## config.mk

```make
export PLATFORM = sky130hd
export DESIGN_NAME = mafs_alarm_status
export DESIGN_NICKNAME = d
export VERILOG_FILES = /design/src/design/mafs_pkg.sv /design/src/design/mafs_alarm_status.sv /design/src/design/mafs_flag_cell.sv
export SDC_FILE = /design/constraint.sdc
export NUM_CORES = 1
export LEC_CHECK = 0
export BUFFER_PORTS_ARGS = -buffer_cell sky130_fd_sc_hd__buf_2
export CAP_MARGIN = 0
export CORE_AREA = 2 2 107 109
export DETAILED_ROUTE_END_ITERATION = 7
export DIE_AREA = 0 0 109 111
export PLACE_DENSITY = 0.78
export SETUP_SLACK_MARGIN = 0.2
export SKIP_LAST_GASP = 1
export SYNTH_ARGS = -nofsm -noshare
export SYNTH_HDL_FRONTEND = slang
export SYNTH_HIERARCHICAL = 1
export SYNTH_SLANG_ARGS = --single-unit
```

## constraint.sdc

```tcl
create_clock -name clk -period 4.15 [get_ports clk]
set_input_delay 0.83 -clock clk [delete_from_list [all_inputs] [get_ports clk]]
set_output_delay 0.83 -clock clk [all_outputs]
set_load 0.05 [all_outputs]
```

## src/design/mafs_pkg.sv

```systemverilog
// Purpose: shared constants and carriers of the alarm status flag bank
// Assumes: 12-bit conversion codes, 12-bit two's complement temperatures
// Notes:   temperature scale is a plain default, change with the sensor
`default_nettype none

package mafs_pkg;

  // register map
  localparam logic [6:0]  ALARM_STATUS_ADDR  = 7'h4F;
  localparam logic [15:0] ALARM_STATUS_RESET = 16'h0000;
  localparam logic [15:0] READ_IDLE_DATA     = 16'h0000;

  // field positions inside alarm_status
  localparam int BIT_INPUT0_RANGE  = 14;
  localparam int BIT_INPUT1_RANGE  = 13;
  localparam int BIT_INPUT2_RANGE  = 12;
  localparam int BIT_INPUT3_RANGE  = 11;
  localparam int BIT_LOCAL_UNDER   = 10;
  localparam int BIT_LOCAL_OVER    = 9;
  localparam int BIT_REMOTE1_UNDER = 8;
  localparam int BIT_REMOTE1_OVER  = 7;
  localparam int BIT_REMOTE2_UNDER = 6;
  localparam int BIT_REMOTE2_OVER  = 5;
  localparam int BIT_REMOTE1_FAULT = 4;
  localparam int BIT_REMOTE2_FAULT = 3;
  localparam int BIT_DIE_OVERHEAT  = 2;
  localparam int FLAG_LSB          = 2;
  localparam int FLAG_MSB          = 14;

  // widths
  localparam int ADC_W  = 12;
  localparam int TEMP_W = 12;

  // die over-temperature trip, in degrees and in codes
  localparam int DIE_TRIP_C     = 150;
  localparam int DIE_HYST_C     = 8;
  localparam int TEMP_LSB_PER_C = 8;
  localparam logic signed [TEMP_W-1:0] DIE_TRIP_CODE    = TEMP_W'(DIE_TRIP_C * TEMP_LSB_PER_C);
  localparam logic signed [TEMP_W-1:0] DIE_RELEASE_CODE = TEMP_W'((DIE_TRIP_C - DIE_HYST_C) * TEMP_LSB_PER_C);

  typedef struct packed {
    logic [ADC_W-1:0] hi;
    logic [ADC_W-1:0] lo;
  } mafs_window_s;

  typedef struct packed {
    logic             done;
    logic [1:0]       chan;
    logic             diff;
    logic [ADC_W-1:0] result;
  } mafs_adc_s;

  typedef struct packed {
    logic              done;
    logic              fault;
    logic [TEMP_W-1:0] temp;
  } mafs_temp_s;

  typedef struct packed {
    logic [TEMP_W-1:0] hi;
    logic [TEMP_W-1:0] lo;
  } mafs_temp_window_s;

endpackage : mafs_pkg

`default_nettype wire

```

## src/design/mafs_alarm_status.sv

```systemverilog
// Purpose: read-only alarm status register of the analog monitor
// Assumes: conversion results, thresholds and enables come from logic on clk
// Notes:   read data is registered, so it appears one cycle after rd_en
`default_nettype none

module mafs_alarm_status
  import mafs_pkg::*;
(
  input  wire logic                    clk,
  input  wire logic                    rst_n,
  input  wire logic                    rd_en,
  input  wire logic [6:0]              rd_addr,
  input  wire mafs_adc_s               adc_evt,
  input  wire mafs_window_s [3:0]      adc_win,
  input  wire mafs_temp_s              local_evt,
  input  wire mafs_temp_s              remote1_evt,
  input  wire mafs_temp_s              remote2_evt,
  input  wire mafs_temp_window_s       local_win,
  input  wire mafs_temp_window_s       remote1_win,
  input  wire mafs_temp_window_s       remote2_win,
  input  wire logic                    local_sensor_enable,
  input  wire logic                    remote1_sensor_enable,
  input  wire logic                    remote2_sensor_enable,
  input  wire logic                    flag_hold_disable,
  output var  logic [15:0]             rd_data_ff,
  output var  logic                    rd_valid_ff,
  output wire logic [15:0]             alarm_status
);

  // ---------------------------------------------------------------
  // conversion window checks
  // ---------------------------------------------------------------
  mafs_window_s      adc_sel_win;
  logic              adc_above_u;
  logic              adc_below_u;
  logic              adc_above_s;
  logic              adc_below_s;
  logic              adc_out;

  assign adc_sel_win = adc_win[adc_evt.chan];
  assign adc_above_u = adc_evt.result > adc_sel_win.hi;
  assign adc_below_u = adc_evt.result < adc_sel_win.lo;
  // differential results are two's complement, single-ended are straight binary
  assign adc_above_s = $signed(adc_evt.result) > $signed(adc_sel_win.hi);
  assign adc_below_s = $signed(adc_evt.result) < $signed(adc_sel_win.lo);
  assign adc_out     = adc_evt.diff ? (adc_above_s | adc_below_s) : (adc_above_u | adc_below_u);

  // the pair results land on the even input of each pair
  logic upd_in0;
  logic upd_in1;
  logic upd_in2;
  logic upd_in3;

  assign upd_in0 = adc_evt.done & (adc_evt.chan == 2'h0);
  assign upd_in1 = adc_evt.done & (adc_evt.chan == 2'h1) & ~adc_evt.diff;
  assign upd_in2 = adc_evt.done & (adc_evt.chan == 2'h2);
  assign upd_in3 = adc_evt.done & (adc_evt.chan == 2'h3) & ~adc_evt.diff;

  // ---------------------------------------------------------------
  // temperature window checks
  // ---------------------------------------------------------------
  logic local_under;
  logic local_over;
  logic remote1_under;
  logic remote1_over;
  logic remote2_under;
  logic remote2_over;

  assign local_under   = $signed(local_evt.temp) < $signed(local_win.lo);
  assign local_over    = $signed(local_evt.temp) > $signed(local_win.hi);
  assign remote1_under = $signed(remote1_evt.temp) < $signed(remote1_win.lo);
  assign remote1_over  = $signed(remote1_evt.temp) > $signed(remote1_win.hi);
  assign remote2_under = $signed(remote2_evt.temp) < $signed(remote2_win.lo);
  assign remote2_over  = $signed(remote2_evt.temp) > $signed(remote2_win.hi);

  // ---------------------------------------------------------------
  // die over-temperature with hysteresis
  // ---------------------------------------------------------------
  logic die_hot_ff;
  logic nxt_die_hot;
  logic die_at_trip;
  logic die_released;

  assign die_at_trip  = $signed(local_evt.temp) >= DIE_TRIP_CODE;
  assign die_released = $signed(local_evt.temp) <= DIE_RELEASE_CODE;
  // between release and trip the previous state is kept
  assign nxt_die_hot  = ~local_sensor_enable ? 1'b0 :
                        ~local_evt.done      ? die_hot_ff :
                        die_at_trip          ? 1'b1 :
                        die_released         ? 1'b0 : die_hot_ff;

  always_ff @(posedge clk) begin
    if (!rst_n) begin
      die_hot_ff <= 1'b0;
    end else begin
      die_hot_ff <= nxt_die_hot;
    end
  end

  // ---------------------------------------------------------------
  // per-flag strobes, conditions and enables
  // ---------------------------------------------------------------
  logic [FLAG_MSB:FLAG_LSB] flag_upd;
  logic [FLAG_MSB:FLAG_LSB] flag_cond;
  logic [FLAG_MSB:FLAG_LSB] flag_gate;
  logic [FLAG_MSB:FLAG_LSB] flag_q;

  // masking of the alarm pin is done elsewhere, so the flags never see it
  assign flag_upd = {upd_in0, upd_in1, upd_in2, upd_in3,
                     local_evt.done, local_evt.done,
                     remote1_evt.done, remote1_evt.done,
                     remote2_evt.done, remote2_evt.done,
                     remote1_evt.done, remote2_evt.done,
                     local_evt.done};

  assign flag_cond = {adc_out, adc_out, adc_out, adc_out,
                      local_under, local_over,
                      remote1_under, remote1_over,
                      remote2_under, remote2_over,
                      remote1_evt.fault, remote2_evt.fault,
                      nxt_die_hot};

  assign flag_gate = {4'hF,
                      local_sensor_enable, local_sensor_enable,
                      remote1_sensor_enable, remote1_sensor_enable,
                      remote2_sensor_enable, remote2_sensor_enable,
                      remote1_sensor_enable, remote2_sensor_enable,
                      local_sensor_enable};

  // ---------------------------------------------------------------
  // register read port
  // ---------------------------------------------------------------
  logic rd_hit;

  assign rd_hit = rd_en & (rd_addr == ALARM_STATUS_ADDR);

  generate
    for (genvar i = FLAG_LSB; i <= FLAG_MSB; i++) begin : g_flag
      mafs_flag_cell u_cell (
        .clk      (clk),
        .rst_n    (rst_n),
        .gate     (flag_gate[i]),
        .upd      (flag_upd[i]),
        .cond     (flag_cond[i]),
        .hold_dis (flag_hold_disable),
        .rd_clr   (rd_hit),
        .flag_ff  (flag_q[i])
      );
    end
  endgenerate

  // reserved bits are constant zero
  assign alarm_status = {1'b0, flag_q, 2'b00};

  // other addresses belong to other register blocks, which is why a miss returns zero
  always_ff @(posedge clk) begin
    if (!rst_n) begin
      rd_data_ff  <= ALARM_STATUS_RESET;
      rd_valid_ff <= 1'b0;
    end else begin
      rd_data_ff  <= rd_hit ? alarm_status : READ_IDLE_DATA;
      rd_valid_ff <= rd_en;
    end
  end
endmodule : mafs_alarm_status

`default_nettype wire

```

## src/design/mafs_flag_cell.sv

```systemverilog
// Purpose: one alarm flag with optional hold-until-read behaviour
// Assumes: upd is a one-cycle strobe carrying a fresh comparison in cond
// Notes:   a new set beats a read clear in the same cycle
`default_nettype none

module mafs_flag_cell
  import mafs_pkg::*;
(
  input  wire logic clk,
  input  wire logic rst_n,
  input  wire logic gate,
  input  wire logic upd,
  input  wire logic cond,
  input  wire logic hold_dis,
  input  wire logic rd_clr,
  output var  logic flag_ff
);

  logic cond_ff;
  logic nxt_cond;
  logic nxt_flag;
  logic clr_ok;

  // a disabled sensor forces both the condition and the flag low
  assign nxt_cond = gate & (upd ? cond : cond_ff);
  // clear only if the condition had already gone when the host read
  assign clr_ok   = rd_clr & ~cond_ff;
  assign nxt_flag = ~gate    ? 1'b0 :
                    hold_dis ? nxt_cond :
                    (nxt_cond | (flag_ff & ~clr_ok));

  always_ff @(posedge clk) begin
    if (!rst_n) begin
      cond_ff <= 1'b0;
      flag_ff <= 1'b0;
    end else begin
      cond_ff <= nxt_cond;
      flag_ff <= nxt_flag;
    end
  end

endmodule : mafs_flag_cell

`default_nettype wire

```

==> results of run 1 <==
==> power groups by stage <==
stage / Clock [W] / Combinational (W) / Sequential (W)
after floorplan: 0 / 0.000284 / 0.000436
after global placement: 0 / 0.000491 / 0.000418
after detailed placement: 0 / 0.000501 / 0.000418
after CTS: 0.000389 / 0.000504 / 0.000410
after global routing: 0.000405 / 0.000571 / 0.000411
final: 0.000380 / 0.000499 / 0.000410
==> cells in the mapped netlist (2+ instances only) <==
library cell	number	share of area, %
nor2b_1	17	2.4
mux4_2	24	12
o31ai_1	2	0.33
and3_1	13	1.8
nand4b_1	13	2.5
o32ai_1	3	0.58
o22ai_1	14	1.9
o21ai_0	21	2.3
nand4_1	11	1.5
mux2i_1	13	2.9
nor4bb_1	2	0.44
buf_2	2	0.22
o311ai_0	2	0.39
o211a_1	3	0.66
nand2_1	26	2.2
o21a_1	3	0.50
nor3_1	9	1.0
nand3_1	4	0.44
ha_1	92	25
buf_4	7	1.2
nor3b_1	2	0.33
a2111oi_0	6	1.2
a211o_1	3	0.58
inv_1	96	8.0
a21o_1	10	1.7
dfxtp_1	41	18
a21oi_1	18	2.0
nand2b_1	5	0.69
a211oi_1	7	1.2
and2_1	2	0.28
clkbuf_1	4	0.33
conb_1	2	0.17
nor2_1	39	3.2
==> per-layer routing <==
metal | vias to the layer above | routed length [µm] | share of wire [%]
met4 | 0 | 92 | 0.74
met1 | 2134 | 5030 | 40
met5 | - | 0 | 0
met3 | 8 | 857 | 6.9
li1 | 2443 | - | -
met2 | 145 | 6500 | 52
==> through the flow <==
step / cell area, µm² / total power [W]
6_report: 6190 / 0.00129
5_1_grt: 6190 / 0.00139
4_1_cts: 6190 / 0.00130
3_5_place_dp: 6050 / 0.000919
3_3_place_gp: 6050 / 0.000909
2_1_floorplan: 4570 / 0.000720
==> registers in the layout (all words and copies together) (netlist names) <==
| name | flops |
|---|---|
| g_flag.u_cell/cond_ff | 13 |
| g_flag.u_cell/flag_ff | 13 |
| rd_data_ff | 13 |
| rd_valid_ff | 1 |
| die_hot_ff | 1 |
==> cell type report <==
cell class / instances / area, µm²
Multi-Input combinational cell: 387 / 3310
Clock buffer: 7 / 143
Timing Repair Buffer: 270 / 1380
Inverter: 96 / 360
Sequential cell: 41 / 821
Tap cell: 143 / 179
Fill cell: 1044 / 4890
==> cells in the final DEF, fill, tap and decap left out, drive strengths merged, types with 2 or more instances in the layout <==
cell type,count
a21oi,18
o22ai,14
and2,2
nor2b,17
o311ai,2
o21a,3
o211a,3
nor3,9
o21ai,21
nand4b,13
a2111oi,6
nand2,26
nand3,4
a211o,3
nor2,39
o32ai,3
nor4bb,2
dfxtp,41
and3,13
clkbuf,7
nand2b,5
inv,96
o31ai,2
nand4,11
ha,92
a211oi,7
mux4,24
conb,14
buf,270
a21o,10
nor3b,2
mux2i,13
==> critical path, cell delays in order <==
cell and delay [ps]:
buf_2 230, buf_12 220, mux4_2 520, inv_1 80, ha_1 220, o21ai_0 140, a2111oi_0 110, a21oi_1 170
nor2_1 50, o311ai_0 680, mux2i_1 220, o22ai_1 190
==> kinds of logic (layout without fill, tap and decap cells) <==
logic type | Yosys count | in the layout | share of synthesized area (%)
compound gates | 97 | 97 | 14.2
fa+ha+maj | 92 | 92 | 25.5
buf+inv | 110 | 373 | 9.77
flops | 41 | 41 | 18.2
mux | 37 | 37 | 14.8
other cells | 2 | 14 | 0.166
simple gates | 147 | 147 | 17.4
==> worst max path at each step <==
stage / cells past startpoint / endpoint / startpoint
global placement: 12 / g_flag[11].u_cell/flag_ff$_SDFF_PN0_ / adc_evt[13]
floorplan: 12 / g_flag[11].u_cell/flag_ff$_SDFF_PN0_ / adc_evt[13]
finish: 12 / g_flag[11].u_cell/flag_ff$_SDFF_PN0_ / adc_evt[13]
global route: 12 / g_flag[14].u_cell/flag_ff$_SDFF_PN0_ / adc_evt[13]
detailed placement: 12 / g_flag[11].u_cell/flag_ff$_SDFF_PN0_ / adc_evt[13]
CTS: 12 / g_flag[13].u_cell/flag_ff$_SDFF_PN0_ / adc_evt[13]
==> reports/results.md, run 1 <==
• 2870 ps — worst reg2reg setup slack
• 0.000887 W — internal power
• 3.55 nW — P_leak
• 11,100 µm² — placeable core region
• 12.5 mm — total length of routed wires
• 84.4% — post-route fraction of the period consumed by the critical path
• 3.76% — met3 capacity usage during global routing
• 4520 µm² — total standard cell area after synthesis
• 109 µm — Die X
• 4 — length of the first detailed-routing pass in iterations
• 2 — number of buffers on the longest clock path
• 819 ps — Worst Tran Pin Value
• 60 ps — clock transition at the register clock pins on the worst setup and hold paths after CTS
• 55.9% — final core area utilization
• 3700 ps — arrival time of data at the critical path endpoint
• 1 — hold path cells
• 6 — Yosys warning count
• 39 — num rows
• 123 — violation count after the first detailed-routing iteration
• 31.1% — switching power as a share of total power
• 10.9 mm — post-detailed-placement half-perimeter wirelength
• 526 — number of instances in the synthesized netlist
• met2 — global route hottest layer
• 0 — remaining design rule violation count
• 0.864 — final weighted congestion in routability-driven placement
• 0 — count of flip-flops with a built-in enable after synthesis
• 0 — Antenna Cells
• 36.9% — Layout area overhead
• 18.2% — sequential-to-total area share from yosys stat
• 39.5% — Global Route met2 Usage
• 17 — highest fanout seen on the critical path
• 41 — Sink Count
• 0 — number of post-CTS setup repair buffers
• 0 ps — final setup TNS
• rd_data_ff[5]$_SDFF_PN0_ — Worst Hold End
• 5.01 — vias per std cell
• 289 ps — Placement Setup Slack
• 37.7% — fraction of final layout cells with drive strength greater than 1
• 38.7% — combinational group share of total power
• 0 — hold-fix buffer count after cts
• 0 — final hold violations
• 0 — remaining global-route overflow
• 286 MHz — maximum clock frequency
• 0 — number of nets still failing antenna checks after routing
• 29.5% — part of the power in the clock network
• 649 ps — worst-case setup margin in the final layout
• 270 ps — clock insertion delay at the later pin of the skew report
• reg2reg — Hold Path Class
• in2reg — type of the worst setup path
• 40.8% — starting density of the core
• 43 — number of unique standard cell types used by synthesis
• 0% — async set-or-reset flop fraction in the synthesized netlist
• 42 — maximum number of pins on one net before global-route repair
• 4,730 — via count of the routed design
• flip-flop — CP endpoint kind
• 20.1% — All-Layer GR Usage
• 111 µm — Die Ht
• yes — CTS tree
• 3500 ps — Final min period
• 44.7% — headroom to the max-slew limit
• 4350 ps — required arrival time at the worst endpoint
• g_flag[2].u_cell/flag_ff$_SDFF_PN0_ — reg-to-reg endpoint
• 513 ps — worst-case hold slack
• 31.8% — sequential group share of total power
• 0 — final setup violation count
• 1,133 — number of nets in the layout
• 12,100 µm² — die outline area
• 0 — antenna violations before repair
• 4 — depth of the worst register-to-register path
• 208 nW/µm² — ratio of total power to cell area
• 0 — Final Max Tran Viols
• no — setup repair after global routing missed its margin
• clkbuf_16 — clock root buffer
• 0 — count of maximum capacitance violations
• 5 — CTS Buf Count
• finished, final reports clean — outcome
• 22.3% — GR Layer Usage met1
• 2 — CTS HTree Levels
• 0.000401 W — Sw Pwr
• die_hot_ff$_SDFF_PN0_ — FF-to-FF Start
• 0.247 mV — largest voltage drop on the vdd net
• 4,657 — number of global-route vias before repair
• dfxtp_1 — Primary FF master, synth
• 0 — CTS resizes
• 13.2 µm — routed length per instance
• 944 — final non-filler cell total
• 265 — Port Buffers
• 273 — count of pins on the block boundary
• 937 — number of cells in the design after placement
• 41 — number of register bits inferred by synthesis
• g_flag[5].u_cell/flag_ff$_SDFF_PN0_ — min-delay src
• primary input — kind of launch point of the worst setup path
• 1.24 ps — largest clock skew in the final design
• 8.59 µm² — Post-Syn Area per Cell
• 20.1 mm — wire length of the first global-routing pass
Note: power is estimated with default switching activity, not from simulation.
==> inputs of run 2 (changes only) <==
clock period = 3.3 ns   (was 4.15 ns; I/O delays follow)
==> reports/results.md, run 2 (synthesized netlist as in run 1, its figures left out) <==
• finished, final reports clean — outcome
• buf_2 — leading cell type in the layout, fill and taps excluded
• 2890 ps — Final min period
• 3.58 nW — P_leak, +0.83%
• 111 µm — Die Ht, unchanged
• 0 — final setup violation count, unchanged
• in2reg — type of the worst setup path
• 3510 ps — required arrival time at the worst endpoint, -840 ps
• 265 — Port Buffers, unchanged
• buf_2 -> mux4_2 -> inv_1 -> ha_1 -> a2111oi_0 -> nand2_1 -> a21oi_1 -> nor2_1 -> o311ai_2 -> mux2i_1 -> o22ai_1 — Cell Chain, Critical Path
• 4,729 — via count of the routed design, -0.021%
• compound AO/OA/AOI/OAI gates — Top Family by Delay on Critical Path
• 941 — number of cells in the design after placement, +0.43%
• 0 — count of maximum capacitance violations, unchanged
• flip-flop — CP endpoint kind
• 265 x buf_2, 96 x inv_1, 92 x ha_1 — commonest cells after routing, fill and taps aside
• 131 — violation count after the first detailed-routing iteration, +6.5%
• 0 — number of nets still failing antenna checks after routing, unchanged
• 0.235 mV — largest voltage drop on the vdd net, -4.9%
• 0 — hold-fix buffer count after cts, unchanged
• rd_data_ff[3]$_SDFF_PN0_ — Worst Hold End
• 2110 ps — worst reg2reg setup slack, -760 ps
• no — setup repair after global routing missed its margin
• 0 ps — final setup TNS, unchanged
• 0 — antenna violations before repair, unchanged
• 6 — length of the first detailed-routing pass in iterations, +2
• g_flag[3].u_cell/flag_ff$_SDFF_PN0_ — min-delay src
• 5 — CTS Buf Count, unchanged
• yes — CTS tree
• 12,100 µm² — die outline area, unchanged
• 273 — count of pins on the block boundary, unchanged
• 19.5 mm — wire length of the first global-routing pass, -2.8%
• 643 ps — Worst Tran Pin Value, -176 ps
• 39 — num rows, unchanged
• 1,137 — number of nets in the layout, +0.35%
• 280 ps — clock insertion delay at the later pin of the skew report, about the same
• 40.8% — starting density of the core, unchanged
• 41 — Sink Count, unchanged
• 4 — depth of the worst register-to-register path, unchanged
• 0 — final hold violations, unchanged
• 57.1% — headroom to the max-slew limit, +12 points
• 4,465 — number of global-route vias before repair, -4.1%
• die_hot_ff$_SDFF_PN0_ — FF-to-FF Start
• reg2reg — Hold Path Class
• 42 — maximum number of pins on one net before global-route repair, unchanged
• 38.2% — Layout area overhead
• g_flag[2].u_cell/flag_ff$_SDFF_PN0_ — reg-to-reg endpoint
• g_flag.u_cell/cond_ff: 13 flops, g_flag.u_cell/flag_ff: 13 flops, rd_data_ff: 13 flops — registers with the most flip-flops
• 2 — number of buffers on the longest clock path, unchanged
• 4.98 — vias per std cell, -0.55%
• 1 — hold path cells, unchanged
• mux4_2 — CP max-delay cell
• 0.859 — final weighted congestion in routability-driven placement, -0.57%
• 2 — CTS HTree Levels, unchanged
• 11,100 µm² — placeable core region, unchanged
• 13.0 µm — routed length per instance, -1.7%
• 540 ps — CP max stage delay, -140 ps
• 12.3 mm — total length of routed wires, -1.2%
• 0 — remaining design rule violation count, unchanged
• 19.8% — All-Layer GR Usage, -0.27 points
• 87.6% — post-route fraction of the period consumed by the critical path
• primary input — kind of launch point of the worst setup path
• 0 — number of post-CTS setup repair buffers, unchanged
• 10.9 mm — post-detailed-placement half-perimeter wirelength, about the same
• 9 — highest fanout seen on the critical path, -8
• clkbuf_16 — clock root buffer
• 38.3% — fraction of final layout cells with drive strength greater than 1, +0.63 points
• 275 nW/µm² — ratio of total power to cell area, +32%
• 109 µm — Die X, unchanged
• 3100 ps — arrival time of data at the critical path endpoint, -600 ps
• 0 — CTS resizes, unchanged
• 2 — Bufs and invs on worst path, -1
• 60 ps — clock transition at the register clock pins on the worst setup and hold paths after CTS, about the same
• 0 — Antenna Cells, unchanged
• 2.65 ps — largest clock skew in the final design, +1.41 ps
• 949 — final non-filler cell total, +0.53%
• 0 — Final Max Tran Viols, unchanged
• 0 — remaining global-route overflow, unchanged
• 346 MHz — maximum clock frequency
==> run 2: worst max path at each step <==
stage                      from                                    to  slack [ps]  depth (start not counted)
finish              adc_evt[13]  g_flag[12].u_cell/flag_ff$_SDFF_PN0_         410                         11
global route        adc_evt[13]  g_flag[12].u_cell/flag_ff$_SDFF_PN0_         220                         12
CTS                 adc_evt[13]  g_flag[12].u_cell/flag_ff$_SDFF_PN0_         340                         11
detailed placement  adc_evt[13]  g_flag[11].u_cell/flag_ff$_SDFF_PN0_          40                         11
global placement    adc_evt[13]  g_flag[11].u_cell/flag_ff$_SDFF_PN0_          40                         11
floorplan           adc_evt[13]  g_flag[11].u_cell/flag_ff$_SDFF_PN0_         210                         12
==> run 2: cell type report <==
type	count	area, µm²
Sequential cell	41	821
Timing Repair Buffer	274	1390
Clock buffer	6	139
Clock inverter	2	37.5
Tap cell	143	179
Fill cell	1032	4830
Multi-Input combinational cell	387	3320
Inverter	96	360
==> run 2: routing by layer <==
layer  vias up  GRT usage, %  part of all wire, %
met5         -             0                    0
li1       2448             -                    -
met1      2101          22.7                   40
met2       165          37.3                   51
met4         0          3.76                  1.2
met3        15          3.88                  7.5
==> run 2: metrics by stage <==
step	utilization (%)	instance area [µm²]	power [W]	worst slack, ps	hold WS (ps)
6_report	56.4	6250	0.00172	408	507
4_1_cts	56.4	6250	0.00174	343	512
2_1_floorplan	-	4580	0.000910	210	480
3_5_place_dp	54.8	6070	0.00116	40.7	496
3_3_place_gp	54.8	6070	0.00115	44.3	490
5_1_grt	56.4	6250	0.00184	218	528
==> run 2: power by group <==
group | switching, W | internal (W) | leakage, nW | total (W)
combinational | 0.000317 | 0.000315 | 3.16 | 0.000632
clock | 0.000192 | 0.000377 | 0.0831 | 0.000569
sequential | 0.00000737 | 0.000508 | 0.332 | 0.000515
==> inputs of run 3 (changes only) <==
CORE_AREA = not set   (was 2 2 107 109)
CORE_MARGIN = 2   (was not set)
CORE_UTILIZATION = 45   (was not set)
DIE_AREA = not set   (was 0 0 109 111)
PLACE_DENSITY = 0.79   (was 0.78)
SYNTH_HIERARCHICAL = not set   (was 1)
==> reports/results.md, run 3 <==
• g_flag[8].u_cell.flag_ff$_SDFF_PN0_ — reg-to-reg endpoint
• 0 — remaining design rule violation count, unchanged
• buf_2 -> buf_12 -> mux4_2 -> inv_1 -> ha_1 -> a21oi_1 -> nand2_1 -> a2111o_1 -> a31oi_4 -> a311oi_2 — Cell Chain, Critical Path
• 8.70 µm² — Post-Syn Area per Cell, +1.3%
• 17.6% — sequential-to-total area share from yosys stat, -0.59 points
• 41 — number of register bits inferred by synthesis, unchanged
• dfxtp_1 — Primary FF master, synth
• 265 x buf_2, 100 x inv_1, 92 x ha_1 — commonest cells after routing, fill and taps aside
• adc_evt[13] — launch point of the worst path
• 0 — number of nets still failing antenna checks after routing, unchanged
• primary input — kind of launch point of the worst setup path
• yes — CTS tree
• 3.52 nW — P_leak, -1.5%
• no — setup repair after global routing missed its margin
• compound AO/OA/AOI/OAI gates — Top Family by Delay on Critical Path
• 244 nW/µm² — ratio of total power to cell area, -11%
• 821 µm² — Reg area, unchanged
• 2 — CTS HTree Levels, unchanged
• 0 — CTS resizes, unchanged
• 280 ps — clock insertion delay at the later pin of the skew report, about the same
• 106 µm — Die Ht, -4.6%
• 0 ps — final setup TNS, unchanged
• 0 — antenna violations before repair, unchanged
• 23.3% — All-Layer GR Usage, +3.5 points
• 0.144 mV — largest voltage drop on the vdd net, -39%
• 39.0% — fraction of final layout cells with drive strength greater than 1, +0.68 points
• g_flag[11].u_cell.flag_ff$_SDFF_PN0_ — CP endpoint
• 143 ps — Placement Setup Slack, +102 ps
• 4 — depth of the worst register-to-register path, unchanged
• 537 — number of instances in the synthesized netlist, +2.1%
• 57 — number of unique standard cell types used by synthesis, +33%
• 0% — async set-or-reset flop fraction in the synthesized netlist, unchanged
• 21.7 mm — wire length of the first global-routing pass, +11%
• 10,200 µm² — placeable core region, -8.1%
• 2160 ps — worst reg2reg setup slack, +50 ps
• 0 — count of flip-flops with a built-in enable after synthesis, unchanged
• 2990 ps — arrival time of data at the critical path endpoint, -110 ps
• 5 — CTS Buf Count, unchanged
• inv_1 — leading cell type by number of instances after synthesis
• 14 — highest fanout seen on the critical path, +5
• g_flag[8].u_cell.cond_ff$_SDFF_PN0_ — FF-to-FF Start
• 13.3 mm — total length of routed wires, +8.0%
• 4,920 — via count of the routed design, +4.0%
• 3 — Bufs and invs on worst path, +1
• 0 — hold-fix buffer count after cts, unchanged
• 0 — remaining global-route overflow, unchanged
• 500 ps — CP max stage delay, -40 ps
• 265 — Port Buffers, unchanged
• 0 — count of maximum capacitance violations, unchanged
• clkbuf_8 — clock root buffer
• g_flag.u_cell.cond_ff: 13 flops, g_flag.u_cell.flag_ff: 13 flops, rd_data_ff: 13 flops — registers with the most flip-flops
• 3310 µm² — Multi-input gate area, -0.30%
• 106 µm — Die X, -2.8%
• reg2reg — Hold Path Class
• ha_1 25%, dfxtp_1 18%, mux4_2 11% — leading post-synthesis cells by cell area
• 0.878 — final weighted congestion in routability-driven placement, +2.3%
• flip-flop — CP endpoint kind
• 0 — Final Max Tran Viols, unchanged
• 937 — fill count, -9.2%
• 4 — length of the first detailed-routing pass in iterations, -2
• 100 x inv_1, 92 x ha_1, 41 x dfxtp_1 — most instantiated cells after synthesis
• 2 — number of buffers on the longest clock path, unchanged
• 3440 ps — required arrival time at the worst endpoint, -70 ps
• 25 — maximum number of pins on one net before global-route repair, -40%
• 582 ps — Worst Tran Pin Value, -61.6 ps
• 447 ps — worst-case setup margin in the final layout, +39.6 ps
• 1,123 — number of nets in the layout, -1.2%
• finished, final reports clean — outcome
• 351 MHz — maximum clock frequency, +1.4%
• 61.1% — headroom to the max-slew limit, +4.0 points
• 0 — final hold violations, unchanged
• mux4_2 — CP max-delay cell
• buf_2 — leading cell type in the layout, fill and taps excluded
• 5,111 — number of global-route vias before repair, +14%
• 37 — num rows, -5.1%
• 31.9% — Layout area overhead
• 0 — Antenna Cells, unchanged
• ha_1 — cell accounting for the most synthesized area
• 136 — violation count after the first detailed-routing iteration, +3.8%
• 41 — Sink Count, unchanged
• 11,200 µm² — die outline area, -7.3%
• in2reg — type of the worst setup path
• 4.57 ps — largest clock skew in the final design, +1.92 ps
• 80 ps — clock transition at the register clock pins on the worst setup and hold paths after CTS, +20 ps
• 5.30 — vias per std cell, +6.4%
• 11.8 mm — post-detailed-placement half-perimeter wirelength, +8.1%
• 86.4% — post-route fraction of the period consumed by the critical path, -1.2 points
• 2850 ps — Final min period, -39.6 ps
• 14.3 µm — routed length per instance, +10%
• 0 — Yosys warning count, -6
• 10 — critical path depth, -1
• 45.9% — starting density of the core, +5.1 points
• 0 — final setup violation count, unchanged
• 273 — count of pins on the block boundary, unchanged
• 0 — number of post-CTS setup repair buffers, unchanged
• 24.6% — fraction of post-synthesis cell area in the top cell type by area, -0.83 points
• 4670 µm² — total standard cell area after synthesis, +3.4%
[run 3: changes by cell type in the layout (fill, tap and decap cells not counted), moves of 5 or more]
cell / delta
mux2i_1: -6
nand4b_1: -13
nor4_1: +5
o211ai_1: +12
clkbuf_16: -5
a21oi_1: +15
nor2_1: -18
o21ai_0: -8
o22ai_1: -12
nor2b_1: -9
conb_1: -8
[run 3: worst reg2reg max path: stages (launching register included)]
cell and delay (ps):
dfxtp_1 350, o21ai_0 100, nor4_1 250, o21ai_0 190, a31oi_1 180
[run 3: final cells by class]
cell class / count / area share [%]
clock buffer: 5 / 1.12
timing repair buffer: 272 / 22.8
clock inverter: 3 / 0.284
tap: 136 / 2.76
sequential: 41 / 13.3
inverter: 100 / 6.09
multi-input combinational: 371 / 53.7
[run 3: kinds of logic (layout without fill, tap and decap cells)]
family | after synthesis | in the layout | share of synthesized area, %
buffers and inverters | 130 | 380 | 12.2
multiplexers | 31 | 31 | 12.9
flip-flops | 41 | 41 | 17.6
AND/OR/NAND/NOR | 119 | 119 | 13.7
AO/OA/AOI/OAI | 123 | 123 | 19.0
other | 1 | 6 | 0.0802
adder cells (fa/ha/maj) | 92 | 92 | 24.6
[run 3: per-layer routing]
metal	global-route usage (%)	vias to the layer above	share of wire, %
li1	-	2439	-
met1	23.9	2294	37
met2	48.9	171	57
met3	3.62	16	5.3
met4	4.23	0	1.1
met5	0	-	0
[run 3: per-stage QoR]
| step | total power, W | instances | hold WS (ps) | cell area (µm²) | utilization [%] |
|---|---|---|---|---|---|
| floorplan | 0.000955 | 542 | 458 | 4700 | - |
| global placement | 0.00117 | 920 | 477 | 6080 | 59.7 |
| detailed placement | 0.00120 | 920 | 499 | 6080 | 59.7 |
| CTS | 0.00152 | 928 | 512 | 6160 | 60.5 |
| global route | 0.00162 | 928 | 539 | 6160 | 60.5 |
| finish | 0.00150 | 928 | 513 | 6160 | 60.5 |
[run 3: power breakdown]
part	internal (W)	total (W)	switching, W
clock	0.000146	0.000312	0.000167
combinational	0.000326	0.000668	0.000342
sequential	0.000511	0.000524	0.0000130
[run 3: worst min path at each step]
stage                                              start                                   end  cells past startpoint
floorplan                          die_hot_ff$_SDFF_PN0_                 die_hot_ff$_SDFF_PN0_                      2
global placement                   die_hot_ff$_SDFF_PN0_                 die_hot_ff$_SDFF_PN0_                      2
detailed placement  g_flag[10].u_cell.cond_ff$_SDFF_PN0_  g_flag[10].u_cell.cond_ff$_SDFF_PN0_                      2
CTS                 g_flag[10].u_cell.cond_ff$_SDFF_PN0_  g_flag[10].u_cell.cond_ff$_SDFF_PN0_                      2
global route         g_flag[2].u_cell.flag_ff$_SDFF_PN0_              rd_data_ff[2]$_SDFF_PN0_                      1
finish              g_flag[10].u_cell.cond_ff$_SDFF_PN0_  g_flag[10].u_cell.cond_ff$_SDFF_PN0_                      2
